File: src/core/sarc_pkg.sv
package sarc_pkg;
  localparam int unsigned RES_W = 10;
  localparam int unsigned THR_W = 8;
  localparam int unsigned NIB_W = 4;
  localparam logic [3:0] CTRL_RESET = 4'h0;
  localparam logic [9:0] RESULT_CLEAR = 10'h000;
  localparam logic [7:0] THR_RESET = 8'h00;
  localparam int unsigned MODE_BIT = 3;
  localparam int unsigned CLK_SRC_BIT = 2;
  localparam int unsigned PIN_PAIR_BIT = 2;
  localparam logic [2:0] SEL_MAX_VALID = 3'h3;
  localparam logic [1:0] MC_WAIT_LAST = 2'h1;
  localparam logic [3:0] SAR_TOP_BIT = 4'h9;
  localparam logic [3:0] SAR_LAST_BIT = 4'h0;
  localparam logic [5:0] DIV_BY_6 = 6'h06;
  localparam logic [5:0] DIV_BY_12 = 6'h0C;
  localparam logic [5:0] DIV_BY_24 = 6'h18;
  localparam logic [5:0] DIV_BY_48 = 6'h30;

  typedef enum logic [1:0] {SARC_IDLE, SARC_WAIT, SARC_SAR, SARC_CMP} sarc_state_e;

  function automatic logic [5:0] sarc_div_ratio(input logic [1:0] sel);
    logic [5:0] r;
    r = DIV_BY_6;
    case (sel)
      2'h0: r = DIV_BY_6;
      2'h1: r = DIV_BY_12;
      2'h2: r = DIV_BY_24;
      default: r = DIV_BY_48;
    endcase
    return r;
  endfunction
endpackage

File: src/core/sarc_ctrl.sv
`timescale 1ns/100ps
`default_nettype none
module sarc_ctrl (
  input wire logic core_clk_i,              // core clock, 200 MHz
  input wire logic rst_n_i,                 // async reset, active low
  input wire logic instr_tick_i,            // one pulse per machine cycle
  input wire logic osc_clk_i,               // on-chip oscillator level, async
  input wire logic comp_above_i,            // analog comparator: reference below input
  input wire logic [3:0] acc_i,             // accumulator A
  input wire logic [3:0] b_i,               // register B
  input wire logic write_mode_select_op_i,  // A to mode/input register
  input wire logic read_mode_select_op_i,   // mode/input register to A
  input wire logic write_pin_func_op_i,     // A to pin function register
  input wire logic read_pin_func_op_i,      // pin function register to A
  input wire logic write_clk_sel_op_i,      // A to clock select register
  input wire logic read_clk_sel_op_i,       // clock select register to A
  input wire logic convert_start_op_i,      // start conversion or comparison
  input wire logic read_result_high_op_i,   // result bits 9:2 to B:A
  input wire logic read_result_low_op_i,    // result bits 1:0 to A bits 3:2
  input wire logic load_threshold_op_i,     // B:A to threshold
  input wire logic read_threshold_op_i,     // threshold to B:A
  input wire logic done_flag_skip_test_i,   // skip test of the done flag
  input wire logic int_accept_i,            // converter interrupt accepted
  input wire logic int_route_sel_i,         // interrupt control two: 1 interrupt, 0 skip
  output logic [3:0] acc_o,                 // value returned to A
  output logic [3:0] b_o,                   // value returned to B
  output logic skip_o,                      // skip next instruction
  output logic irq_req_o,                   // converter interrupt request
  output logic conversion_done_flag_o,      // completion / comparison flag
  output logic busy_o,                      // operation running
  output logic [9:0] dac_code_o,            // internal DAC code
  output logic [1:0] analog_sel_o,          // selected analog input
  output logic analog_sel_valid_o,          // select code is available
  output logic [3:0] analog_pin_en_o        // pins in analog function
);
  import sarc_pkg::*;

  logic [3:0] converter_mode_input_select;
  logic [3:0] analog_pin_function_select;
  logic [3:0] converter_clock_select;
  logic [9:0] successive_result;
  logic [7:0] comparator_threshold;
  logic conversion_done_flag;
  sarc_state_e state;
  sarc_state_e next_state;
  logic [9:0] next_result;
  logic [3:0] bit_idx;
  logic [3:0] next_bit_idx;
  logic [1:0] mc_cnt;
  logic [1:0] next_mc_cnt;
  logic done_set;
  logic div_restart;
  logic comp_mode;
  logic comp_sync;
  logic osc_sync;
  logic osc_prev;
  logic osc_tick;
  logic src_tick;
  logic converter_clock_tick;
  logic route_int;
  logic skip_hit;
  logic flag_clear;

  assign comp_mode = converter_mode_input_select[MODE_BIT];
  assign route_int = int_route_sel_i;

  sarc_sync u_comp_sync (
    .core_clk_i(core_clk_i),
    .rst_n_i(rst_n_i),
    .async_i(comp_above_i),
    .sync_o(comp_sync)
  );

  sarc_sync u_osc_sync (
    .core_clk_i(core_clk_i),
    .rst_n_i(rst_n_i),
    .async_i(osc_clk_i),
    .sync_o(osc_sync)
  );

  always_ff @(posedge core_clk_i or negedge rst_n_i)
  begin
    if (!rst_n_i)
      osc_prev <= 1'b0;
    else
      osc_prev <= osc_sync;
  end

  assign osc_tick = osc_sync && !osc_prev;
  // oscillator must run well below half the core clock to be counted
  assign src_tick = converter_clock_select[CLK_SRC_BIT] ? osc_tick : instr_tick_i;

  sarc_clk_div u_clk_div (
    .core_clk_i(core_clk_i),
    .rst_n_i(rst_n_i),
    .tick_i(src_tick),
    .ratio_i(sarc_div_ratio(converter_clock_select[1:0])),
    .restart_i(div_restart),
    .converter_clock_tick_o(converter_clock_tick)
  );

  // control registers: reset is the only clear, so RAM back-up keeps them
  always_ff @(posedge core_clk_i or negedge rst_n_i)
  begin
    if (!rst_n_i)
      converter_mode_input_select <= CTRL_RESET;
    else if (write_mode_select_op_i)
      converter_mode_input_select <= acc_i;
  end

  always_ff @(posedge core_clk_i or negedge rst_n_i)
  begin
    if (!rst_n_i)
      analog_pin_function_select <= CTRL_RESET;
    else if (write_pin_func_op_i)
      analog_pin_function_select <= acc_i;
  end

  always_ff @(posedge core_clk_i or negedge rst_n_i)
  begin
    if (!rst_n_i)
      converter_clock_select <= CTRL_RESET;
    else if (write_clk_sel_op_i)
      converter_clock_select <= acc_i;
  end

  // threshold is a separate store, untouched by conversions and mode changes
  always_ff @(posedge core_clk_i or negedge rst_n_i)
  begin
    if (!rst_n_i)
      comparator_threshold <= THR_RESET;
    else if (load_threshold_op_i && comp_mode)
      comparator_threshold <= {b_i, acc_i};
  end

  always_comb
  begin
    next_state = state;
    next_result = successive_result;
    next_bit_idx = bit_idx;
    next_mc_cnt = mc_cnt;
    done_set = 1'b0;
    div_restart = 1'b0;
    case (state)
      SARC_IDLE:
      begin
        if (convert_start_op_i)
        begin
          next_state = SARC_WAIT;
          next_mc_cnt = 2'h0;
          if (!comp_mode)
            next_result = RESULT_CLEAR;
        end
      end
      SARC_WAIT:
      begin
        if (instr_tick_i)
        begin
          next_mc_cnt = 2'(mc_cnt + 2'h1);
          if (mc_cnt == MC_WAIT_LAST)
          begin
            div_restart = 1'b1;
            if (comp_mode)
              next_state = SARC_CMP;
            else
            begin
              next_state = SARC_SAR;
              next_bit_idx = SAR_TOP_BIT;
              next_result[SAR_TOP_BIT] = 1'b1;
            end
          end
        end
      end
      SARC_SAR:
      begin
        if (converter_clock_tick)
        begin
          next_result[bit_idx] = comp_sync;
          if (bit_idx == SAR_LAST_BIT)
          begin
            next_state = SARC_IDLE;
            done_set = 1'b1;
          end
          else
          begin
            next_bit_idx = 4'(bit_idx - 4'h1);
            next_result[4'(bit_idx - 4'h1)] = 1'b1;
          end
        end
      end
      SARC_CMP:
      begin
        if (converter_clock_tick)
        begin
          next_state = SARC_IDLE;
          done_set = !comp_sync;
        end
      end
      default:
        next_state = SARC_IDLE;
    endcase
  end

  always_ff @(posedge core_clk_i or negedge rst_n_i)
  begin
    if (!rst_n_i)
      state <= SARC_IDLE;
    else
      state <= next_state;
  end

  always_ff @(posedge core_clk_i or negedge rst_n_i)
  begin
    if (!rst_n_i)
    begin
      bit_idx <= SAR_TOP_BIT;
      mc_cnt <= 2'h0;
    end
    else
    begin
      bit_idx <= next_bit_idx;
      mc_cnt <= next_mc_cnt;
    end
  end

  // written only by the sequence; comparator mode leaves stale contents
  always_ff @(posedge core_clk_i or negedge rst_n_i)
  begin
    if (!rst_n_i)
      successive_result <= RESULT_CLEAR;
    else
      successive_result <= next_result;
  end

  // set wins over a same-cycle clear so a finish is never lost
  assign skip_hit = done_flag_skip_test_i && !route_int && conversion_done_flag;
  assign flag_clear = (int_accept_i && route_int) || skip_hit;

  // a mode write is not blocked; a flag set then is left for software
  always_ff @(posedge core_clk_i or negedge rst_n_i)
  begin
    if (!rst_n_i)
      conversion_done_flag <= 1'b0;
    else if (done_set)
      conversion_done_flag <= 1'b1;
    else if (flag_clear)
      conversion_done_flag <= 1'b0;
  end

  assign conversion_done_flag_o = conversion_done_flag;
  assign irq_req_o = conversion_done_flag && route_int;
  assign skip_o = skip_hit;
  assign busy_o = (state != SARC_IDLE);

  // 8-bit threshold sits in the top bits so one LSB is a 1/256 step
  always_ff @(posedge core_clk_i or negedge rst_n_i)
  begin
    if (!rst_n_i)
      dac_code_o <= RESULT_CLEAR;
    else if (comp_mode)
      dac_code_o <= {comparator_threshold, 2'h0};
    else
      dac_code_o <= next_result;
  end

  // reads are not interlocked with a running conversion
  always_ff @(posedge core_clk_i or negedge rst_n_i)
  begin
    if (!rst_n_i)
    begin
      acc_o <= 4'h0;
      b_o <= 4'h0;
    end
    else if (read_result_high_op_i)
    begin
      b_o <= successive_result[9:6];
      acc_o <= successive_result[5:2];
    end
    else if (read_result_low_op_i)
      acc_o <= {successive_result[1:0], 2'h0};
    else if (read_threshold_op_i && comp_mode)
    begin
      b_o <= comparator_threshold[7:4];
      acc_o <= comparator_threshold[3:0];
    end
    else if (read_mode_select_op_i)
      acc_o <= converter_mode_input_select;
    else if (read_pin_func_op_i)
      acc_o <= analog_pin_function_select;
    else if (read_clk_sel_op_i)
      acc_o <= converter_clock_select;
  end

  always_ff @(posedge core_clk_i or negedge rst_n_i)
  begin
    if (!rst_n_i)
    begin
      analog_sel_o <= 2'h0;
      analog_sel_valid_o <= 1'b1;
      analog_pin_en_o <= 4'h0;
    end
    else
    begin
      analog_sel_o <= converter_mode_input_select[1:0];
      analog_sel_valid_o <= (converter_mode_input_select[2:0] <= SEL_MAX_VALID);
      analog_pin_en_o <= {analog_pin_function_select[PIN_PAIR_BIT],
                          analog_pin_function_select[PIN_PAIR_BIT],
                          analog_pin_function_select[1:0]};
    end
  end
endmodule
`default_nettype wire

File: src/core/sarc_sync.sv
`timescale 1ns/100ps
`default_nettype none
module sarc_sync (
  input wire logic core_clk_i, // core clock
  input wire logic rst_n_i,    // async reset, active low
  input wire logic async_i,    // level from outside the clock domain
  output logic sync_o          // synchronised level
);
  logic stage_one;

  always_ff @(posedge core_clk_i or negedge rst_n_i)
  begin
    if (!rst_n_i)
    begin
      stage_one <= 1'b0;
      sync_o <= 1'b0;
    end
    else
    begin
      stage_one <= async_i;
      sync_o <= stage_one;
    end
  end
endmodule
`default_nettype wire

File: src/core/sarc_clk_div.sv
`timescale 1ns/100ps
`default_nettype none
module sarc_clk_div (
  input wire logic core_clk_i, // core clock
  input wire logic rst_n_i,    // async reset, active low
  input wire logic tick_i,     // one pulse per source clock period
  input wire logic [5:0] ratio_i, // division ratio
  input wire logic restart_i,  // realign the divided clock
  output logic converter_clock_tick_o     // one pulse per converter clock period
);
  logic [5:0] cnt;
  logic wrap;

  assign wrap = tick_i && (cnt == 6'(ratio_i - 6'h01));

  // restart gives a full first period so the sequence length is exact
  always_ff @(posedge core_clk_i or negedge rst_n_i)
  begin
    if (!rst_n_i)
      cnt <= 6'h00;
    else if (restart_i || wrap)
      cnt <= 6'h00;
    else if (tick_i)
      cnt <= 6'(cnt + 6'h01);
  end

  always_ff @(posedge core_clk_i or negedge rst_n_i)
  begin
    if (!rst_n_i)
      converter_clock_tick_o <= 1'b0;
    else
      converter_clock_tick_o <= wrap && !restart_i;
  end
endmodule
`default_nettype wire

File: config.mk
export PLATFORM = sky130hd
export DESIGN_NAME = sarc_ctrl
export DESIGN_NICKNAME = d
export VERILOG_FILES = /design/src/core/sarc_pkg.sv /design/src/core/sarc_ctrl.sv /design/src/core/sarc_sync.sv /design/src/core/sarc_clk_div.sv
export SDC_FILE = /design/constraint.sdc
export NUM_CORES = 1
export LEC_CHECK = 0
export ABC_AREA = 1
export BUFFER_PORTS_ARGS = -buffer_cell sky130_fd_sc_hd__buf_2
export CORE_ASPECT_RATIO = 1.2
export CORE_MARGIN = 10
export CORE_UTILIZATION = 30
export CTS_BUF_LIST = sky130_fd_sc_hd__clkbuf_2
export DETAILED_ROUTE_END_ITERATION = 12
export REMOVE_ABC_BUFFERS = 1
export SLEW_MARGIN = 5
export SYNTH_ARGS = -nofsm -noshare
export SYNTH_HDL_FRONTEND = slang
export SYNTH_SLANG_ARGS = --single-unit
File: constraint.sdc
create_clock -name core_clk_i -period 4.6 [get_ports core_clk_i]
set_input_delay 1.15 -clock core_clk_i [delete_from_list [all_inputs] [get_ports core_clk_i]]
set_output_delay 1.15 -clock core_clk_i [all_outputs]
set_load 0.01 [all_outputs]
After elaboration in Yosys (flattened, before gate mapping)
Index checks and enable logic that the tools add are counted.
Word-level totals
  logic and storage cells: 133
  input bits: 27
  bits in registers: 75
Cells by class
  add/subtract/negate cells: 4
  reductions and logical operators: 31
  bitwise operators: 1
  eq/ne operators: 16
  muxes and demuxes: 54
  order comparisons: 5
Operators by type and width (number)
  $mux W4: 14
  $mux W10: 5
  $pmux W6 S3: 1
  $pmux W9 S2: 1
  $mux W2: 8
  $mux W1: 15
  $ne A2 B2 Y1 const B: 7
  $mux W6: 2
  $reduce_and A6 Y1: 2
  $reduce_bool A2 Y1: 6
  $logic_and A1 B1 Y1: 11
  $bwmux W10: 1
  $lt A4 B5 Y1 const B: 2
  $or A10 B10 Y10: 1
  $demux W1 S4: 2
  $ge A4 B1 Y1 const B: 2
  $pmux W2 S4: 1
  $pmux W4 S2: 1
  $add A6 B1 Y6 const B: 1
  $eq A2 B1 Y1 const B: 3
  $eq A2 B2 Y1 const B: 3
  $eq A6 B6 Y1: 1
  $reduce_bool A6 Y1: 1
  $sub A6 B1 Y6 const B: 1
  other kinds (13): 19

Logic depth before layout (Yosys ltp)
  depth after elaboration: 10
  depth in mapped cells: 11
  depth with buffers taken out: 11

Modules after synthesis
A second synthesis with hierarchy kept.
Unflattened totals
  cells, all modules: 492
  area, all modules: 4003.8 um^2
Modules (own cells, without submodules)
  sarc_ctrl: cells an instance 404, seq. area each 1605.3 um^2, area an instance 3345.7 um^2, times used 1
  sarc_clk_div: cells an instance 84, seq. area each 175.2 um^2, area an instance 558.0 um^2, times used 1
  sarc_sync: cells an instance 2, seq. area each 50.0 um^2, area an instance 50.0 um^2, times used 2

Worst setup path before layout
OpenSTA, ideal clock, no wires.
  kind: input-to-output
  from: in done_flag_skip_test_i
  to: out skip_o
  stages: 2
  path slack: 2.082 ns
  required time: 3.450 ns
  arrival time: 1.368 ns
  cell sequence: nand2_1 -> nor2_1
Between the ends
  cells in the longest elaborated chain, start to end: 2
Ends and longest elaborated chain
  start: declaration: RTL line sarc_ctrl.sv:22  | input wire logic done_flag_skip_test_i,
  $logic_and A1 B1 Y1 (2 in a row): RTL line sarc_ctrl.sv:236  | assign skip_hit = done_flag_skip_test_i && !route_int && conversion_done_flag;
  end: declaration: RTL line sarc_ctrl.sv:27  | output logic skip_o,
Every way passes these cells.

Final worst setup path
  from: in int_route_sel_i
  to: out skip_o
Between the ends
  cells in the longest elaborated chain, start to end: 3
Ends and longest elaborated chain
  start: declaration: RTL line sarc_ctrl.sv:24  | input wire logic int_route_sel_i,
  $logic_not A1 Y1: RTL line sarc_ctrl.sv:236
  $logic_and A1 B1 Y1 (2 in a row): RTL line sarc_ctrl.sv:236
Every way passes these cells.

==> flow_metrics.py <==
metrics = {
    "run_status": {
        "status": "finished clean",
    },
    "synthesis": {
        "netlist_area_um2": 3810,
        "yosys.area.top_type": "dfrtp_1",
        "syn_area_per_cell_um2": 7.90,
        "ys.warnings.count": 0,
        "ys_ff_latch": 75,
        "synth_area_leaders": "dfrtp_1 47%, nand2_1 14%, o21ai_0 5.7%, inv_1 5.5%, nor2_1 4.4%",
        "syn_inst": 482,
        "synth_top_cell_area_share": 0.473,
        "ys_types": 33,
        "ys_seq_area_frac": 0.494,
    },
    "routing": {
        "remaining_drc_errors": 0,
        "drt_first_iter_violations": 158,
        "drtPass1Iterations": 4,
        "drt-vias-per-instance": 4.60,
        "vias": 3251,
        "routedWlPerCell_um": 13.4,
        "routed_wirelength_mm": 9.50,
        "ant_nets": 0,
    },
    "power": {
        "peakVddDrop_mv": 0.156,
        "p_leak_nw": 2.22,
        "p_per_area_nw_per_um2": 448,
        "finalPower_mw": 1.94,
    },
    "final_layout": {
        "syn2layout_area_growth_pct": 14.1,
        "final_nets": 575,
        "layout.cells.non_filler": 707,
        "final_util": 0.346,
        "drive_above_1_share": 0.160,
        "n_antenna_cell": 0,
        "fillerInstances": 1338,
        "stdcell_area_um2": 4340,
    },
    "placed_design": {
        "placed_cells": 691,
        "place_area_um2": 4230,
        "place_ws_ns": 1.90,
        "hpwl_mm": 7.16,
        "io_buffers": 55,
        "place.gp.congestion": 0.910,
    },
    "global_routing": {
        "overflow": 0,
        "grt_max_degree": 76,
        "grt_pass1_vias": 3239,
        "antenna_found_initial": 0,
        "track_usage": 0.111,
        "grt_pass1_wl_mm": 15.8,
    },
    "sta": {
        "timing.setup.tns_ns": 0,
        "fmax_mhz": 371,
        "worstMarginPinSlew_ns": 0.969,
        "setup_viol": 0,
        "skew_ns": 0.0368,
        "slew_viol_final": 0,
        "rsz0062_at_grt": "no",
        "worst_slack_ns": 1.91,
        "maxSlewHeadroom": 0.354,
        "timing.final.hold_violations": 0,
        "period_minus_slack_ns": 2.69,
        "whs_ns": 0.372,
        "min_period_over_period": 0.586,
    },
    "setup_path": {
        "startpoint_type": "primary input",
        "slowest_stage": "buf_2",
        "cp.arrival_ns": 1.54,
        "critPathMaxFanout": 3,
        "cp-end-kind": "primary output",
        "required_ns": 3.45,
        "crit_family": "buffers and inverters",
        "crit_top_cell": "buf_2",
        "crit_path_cell_trace": "buf_2 -> nor2_1 -> buf_2",
        "path_buf_inv": 2,
        "cpPeakStageDelay_ns": 0.15,
        "worst-setup-path-type": "in -> out",
    },
    "clock_tree": {
        "clockBufferDepth": 2,
        "cts_hold_buf": 0,
        "clk_latency_ns": 0.53,
        "cts_root_buf": "clkbuf_2",
        "cts_resized": 0,
        "numCtsBuffers": 9,
        "cts_tree": "done",
        "cts.sinks": 75,
        "clkTransAtPathRegs_ns": 0.17,
        "postCtsSetupBuffers": 0,
        "h-tree-depth": 3,
    },
    "job": {
        "cap_violations": 0,
    },
    "die": {
        "ios": 56,
        "start_util": 0.303,
        "die_area_um2": 17600,
        "die_w_um": 123,
        "rows": 45,
        "core_um2": 12600,
        "die_y_um": 143,
    },
    "worst_hold_path": {
        "hp-class": "reg -> reg",
    },
}
[synth_stat cells]
master and number:
a21boi_1 1, o21ai_0 43, nor3_1 1, nor3_2 1, dfstp_2 3, nand2_4 1, o21ai_2 1, dfrtp_1 72
buf_4 1, xor2_1 4, inv_1 56, a21boi_0 1, nand2_2 1, nand4_1 5, inv_2 2, mux2_2 6
ha_1 10, a21oi_1 28, o22ai_1 2, o211ai_1 3, nor2_1 45, o21ai_1 2, nor2_2 1, a31oi_1 4
xnor2_1 2, nand3_1 28, clkinv_1 2, clkbuf_1 3, nand2_1 146, buf_6 2, nand3_4 1, clkbuf_2 1
buf_2 3
[routing by layer]
layer,vias up,track usage,part of all wire
met5,-,0,0
met3,11,0.0298,0.045
met2,66,0.185,0.52
met1,1517,0.133,0.42
li1,1657,-,-
met4,0,0.0385,0.014
[cell usage in the layout, fill, tap and decap left out, drive strengths merged]
cell	netlist	routed
nor2	46	46
bufinv	0	1
clkbuf	4	10
buf	6	55
clkinv	2	6
nand4	5	5
nand2	148	148
o211ai	3	3
xnor2	2	2
ha	10	10
o22ai	2	2
xor2	4	4
nor3	2	2
o21ai	46	46
inv	58	59
mux2	6	6
a31oi	4	4
dfstp	3	3
dfrtp	72	72
a21boi	2	2
nand3	29	29
a21oi	28	28
[kinds of logic after synthesis]
group	Yosys count	share of synthesized area
adder cells (fa/ha/maj)	10	0.0329
multiplexers	6	0.0178
AO/OA/AOI/OAI	85	0.118
flip-flops	75	0.494
AND/OR/NAND/NOR	230	0.248
XOR/XNOR	6	0.0138
buffers and inverters	70	0.0753
[path summary, 6_finish.rpt]
| check | slack [ns] | from | to | cells past startpoint |
|---|---|---|---|---|
| min | 0.37 | u_comp_sync.stage_one | u_comp_sync.sync_o | 0 |
| max in group asynchronous | 3.24 | rst_n_i | dac_code_o[5] | 1 |
| min reg2reg | 0.37 | u_comp_sync.stage_one | u_comp_sync.sync_o | 0 |
| min in group asynchronous | 0.74 | rst_n_i | successive_result[0] | 1 |
| max reg2reg | 2.36 | bit_idx[0] | dac_code_o[1] | 9 |
| max | 1.91 | int_route_sel_i | skip_o | 3 |
[state kept, by name (all words and copies together) (netlist names), 3 cells and up]
name                         cells
comparator_threshold             8
successive_result               10
bit_idx                          4
u_clk_div.cnt                    6
converter_clock_select           4
b_o                              4
acc_o                            4
converter_mode_input_select      4
analog_pin_en_o                  3
dac_code_o                      10
analog_pin_function_select       4
[report_power, final]
| group | internal, mW | total (mW) | leakage (nW) | switching [mW] |
|---|---|---|---|---|
| logic | 0.234 | 0.679 | 1.21 | 0.445 |
| clock network | 0.129 | 0.370 | 0.0739 | 0.241 |
| registers | 0.782 | 0.895 | 0.940 | 0.113 |
[layout make-up]
cell class	count	area (um^2)	area share
flip-flops and latches	75	1880	0.433
multi-input cells	337	1640	0.377
repair buffers	55	278	0.0640
inverters	60	225	0.0519
well taps	164	205	0.0472
clock inverters	6	65.1	0.0150
clock buffers	10	50.0	0.0115
Note: power is estimated with default switching activity, not from simulation.
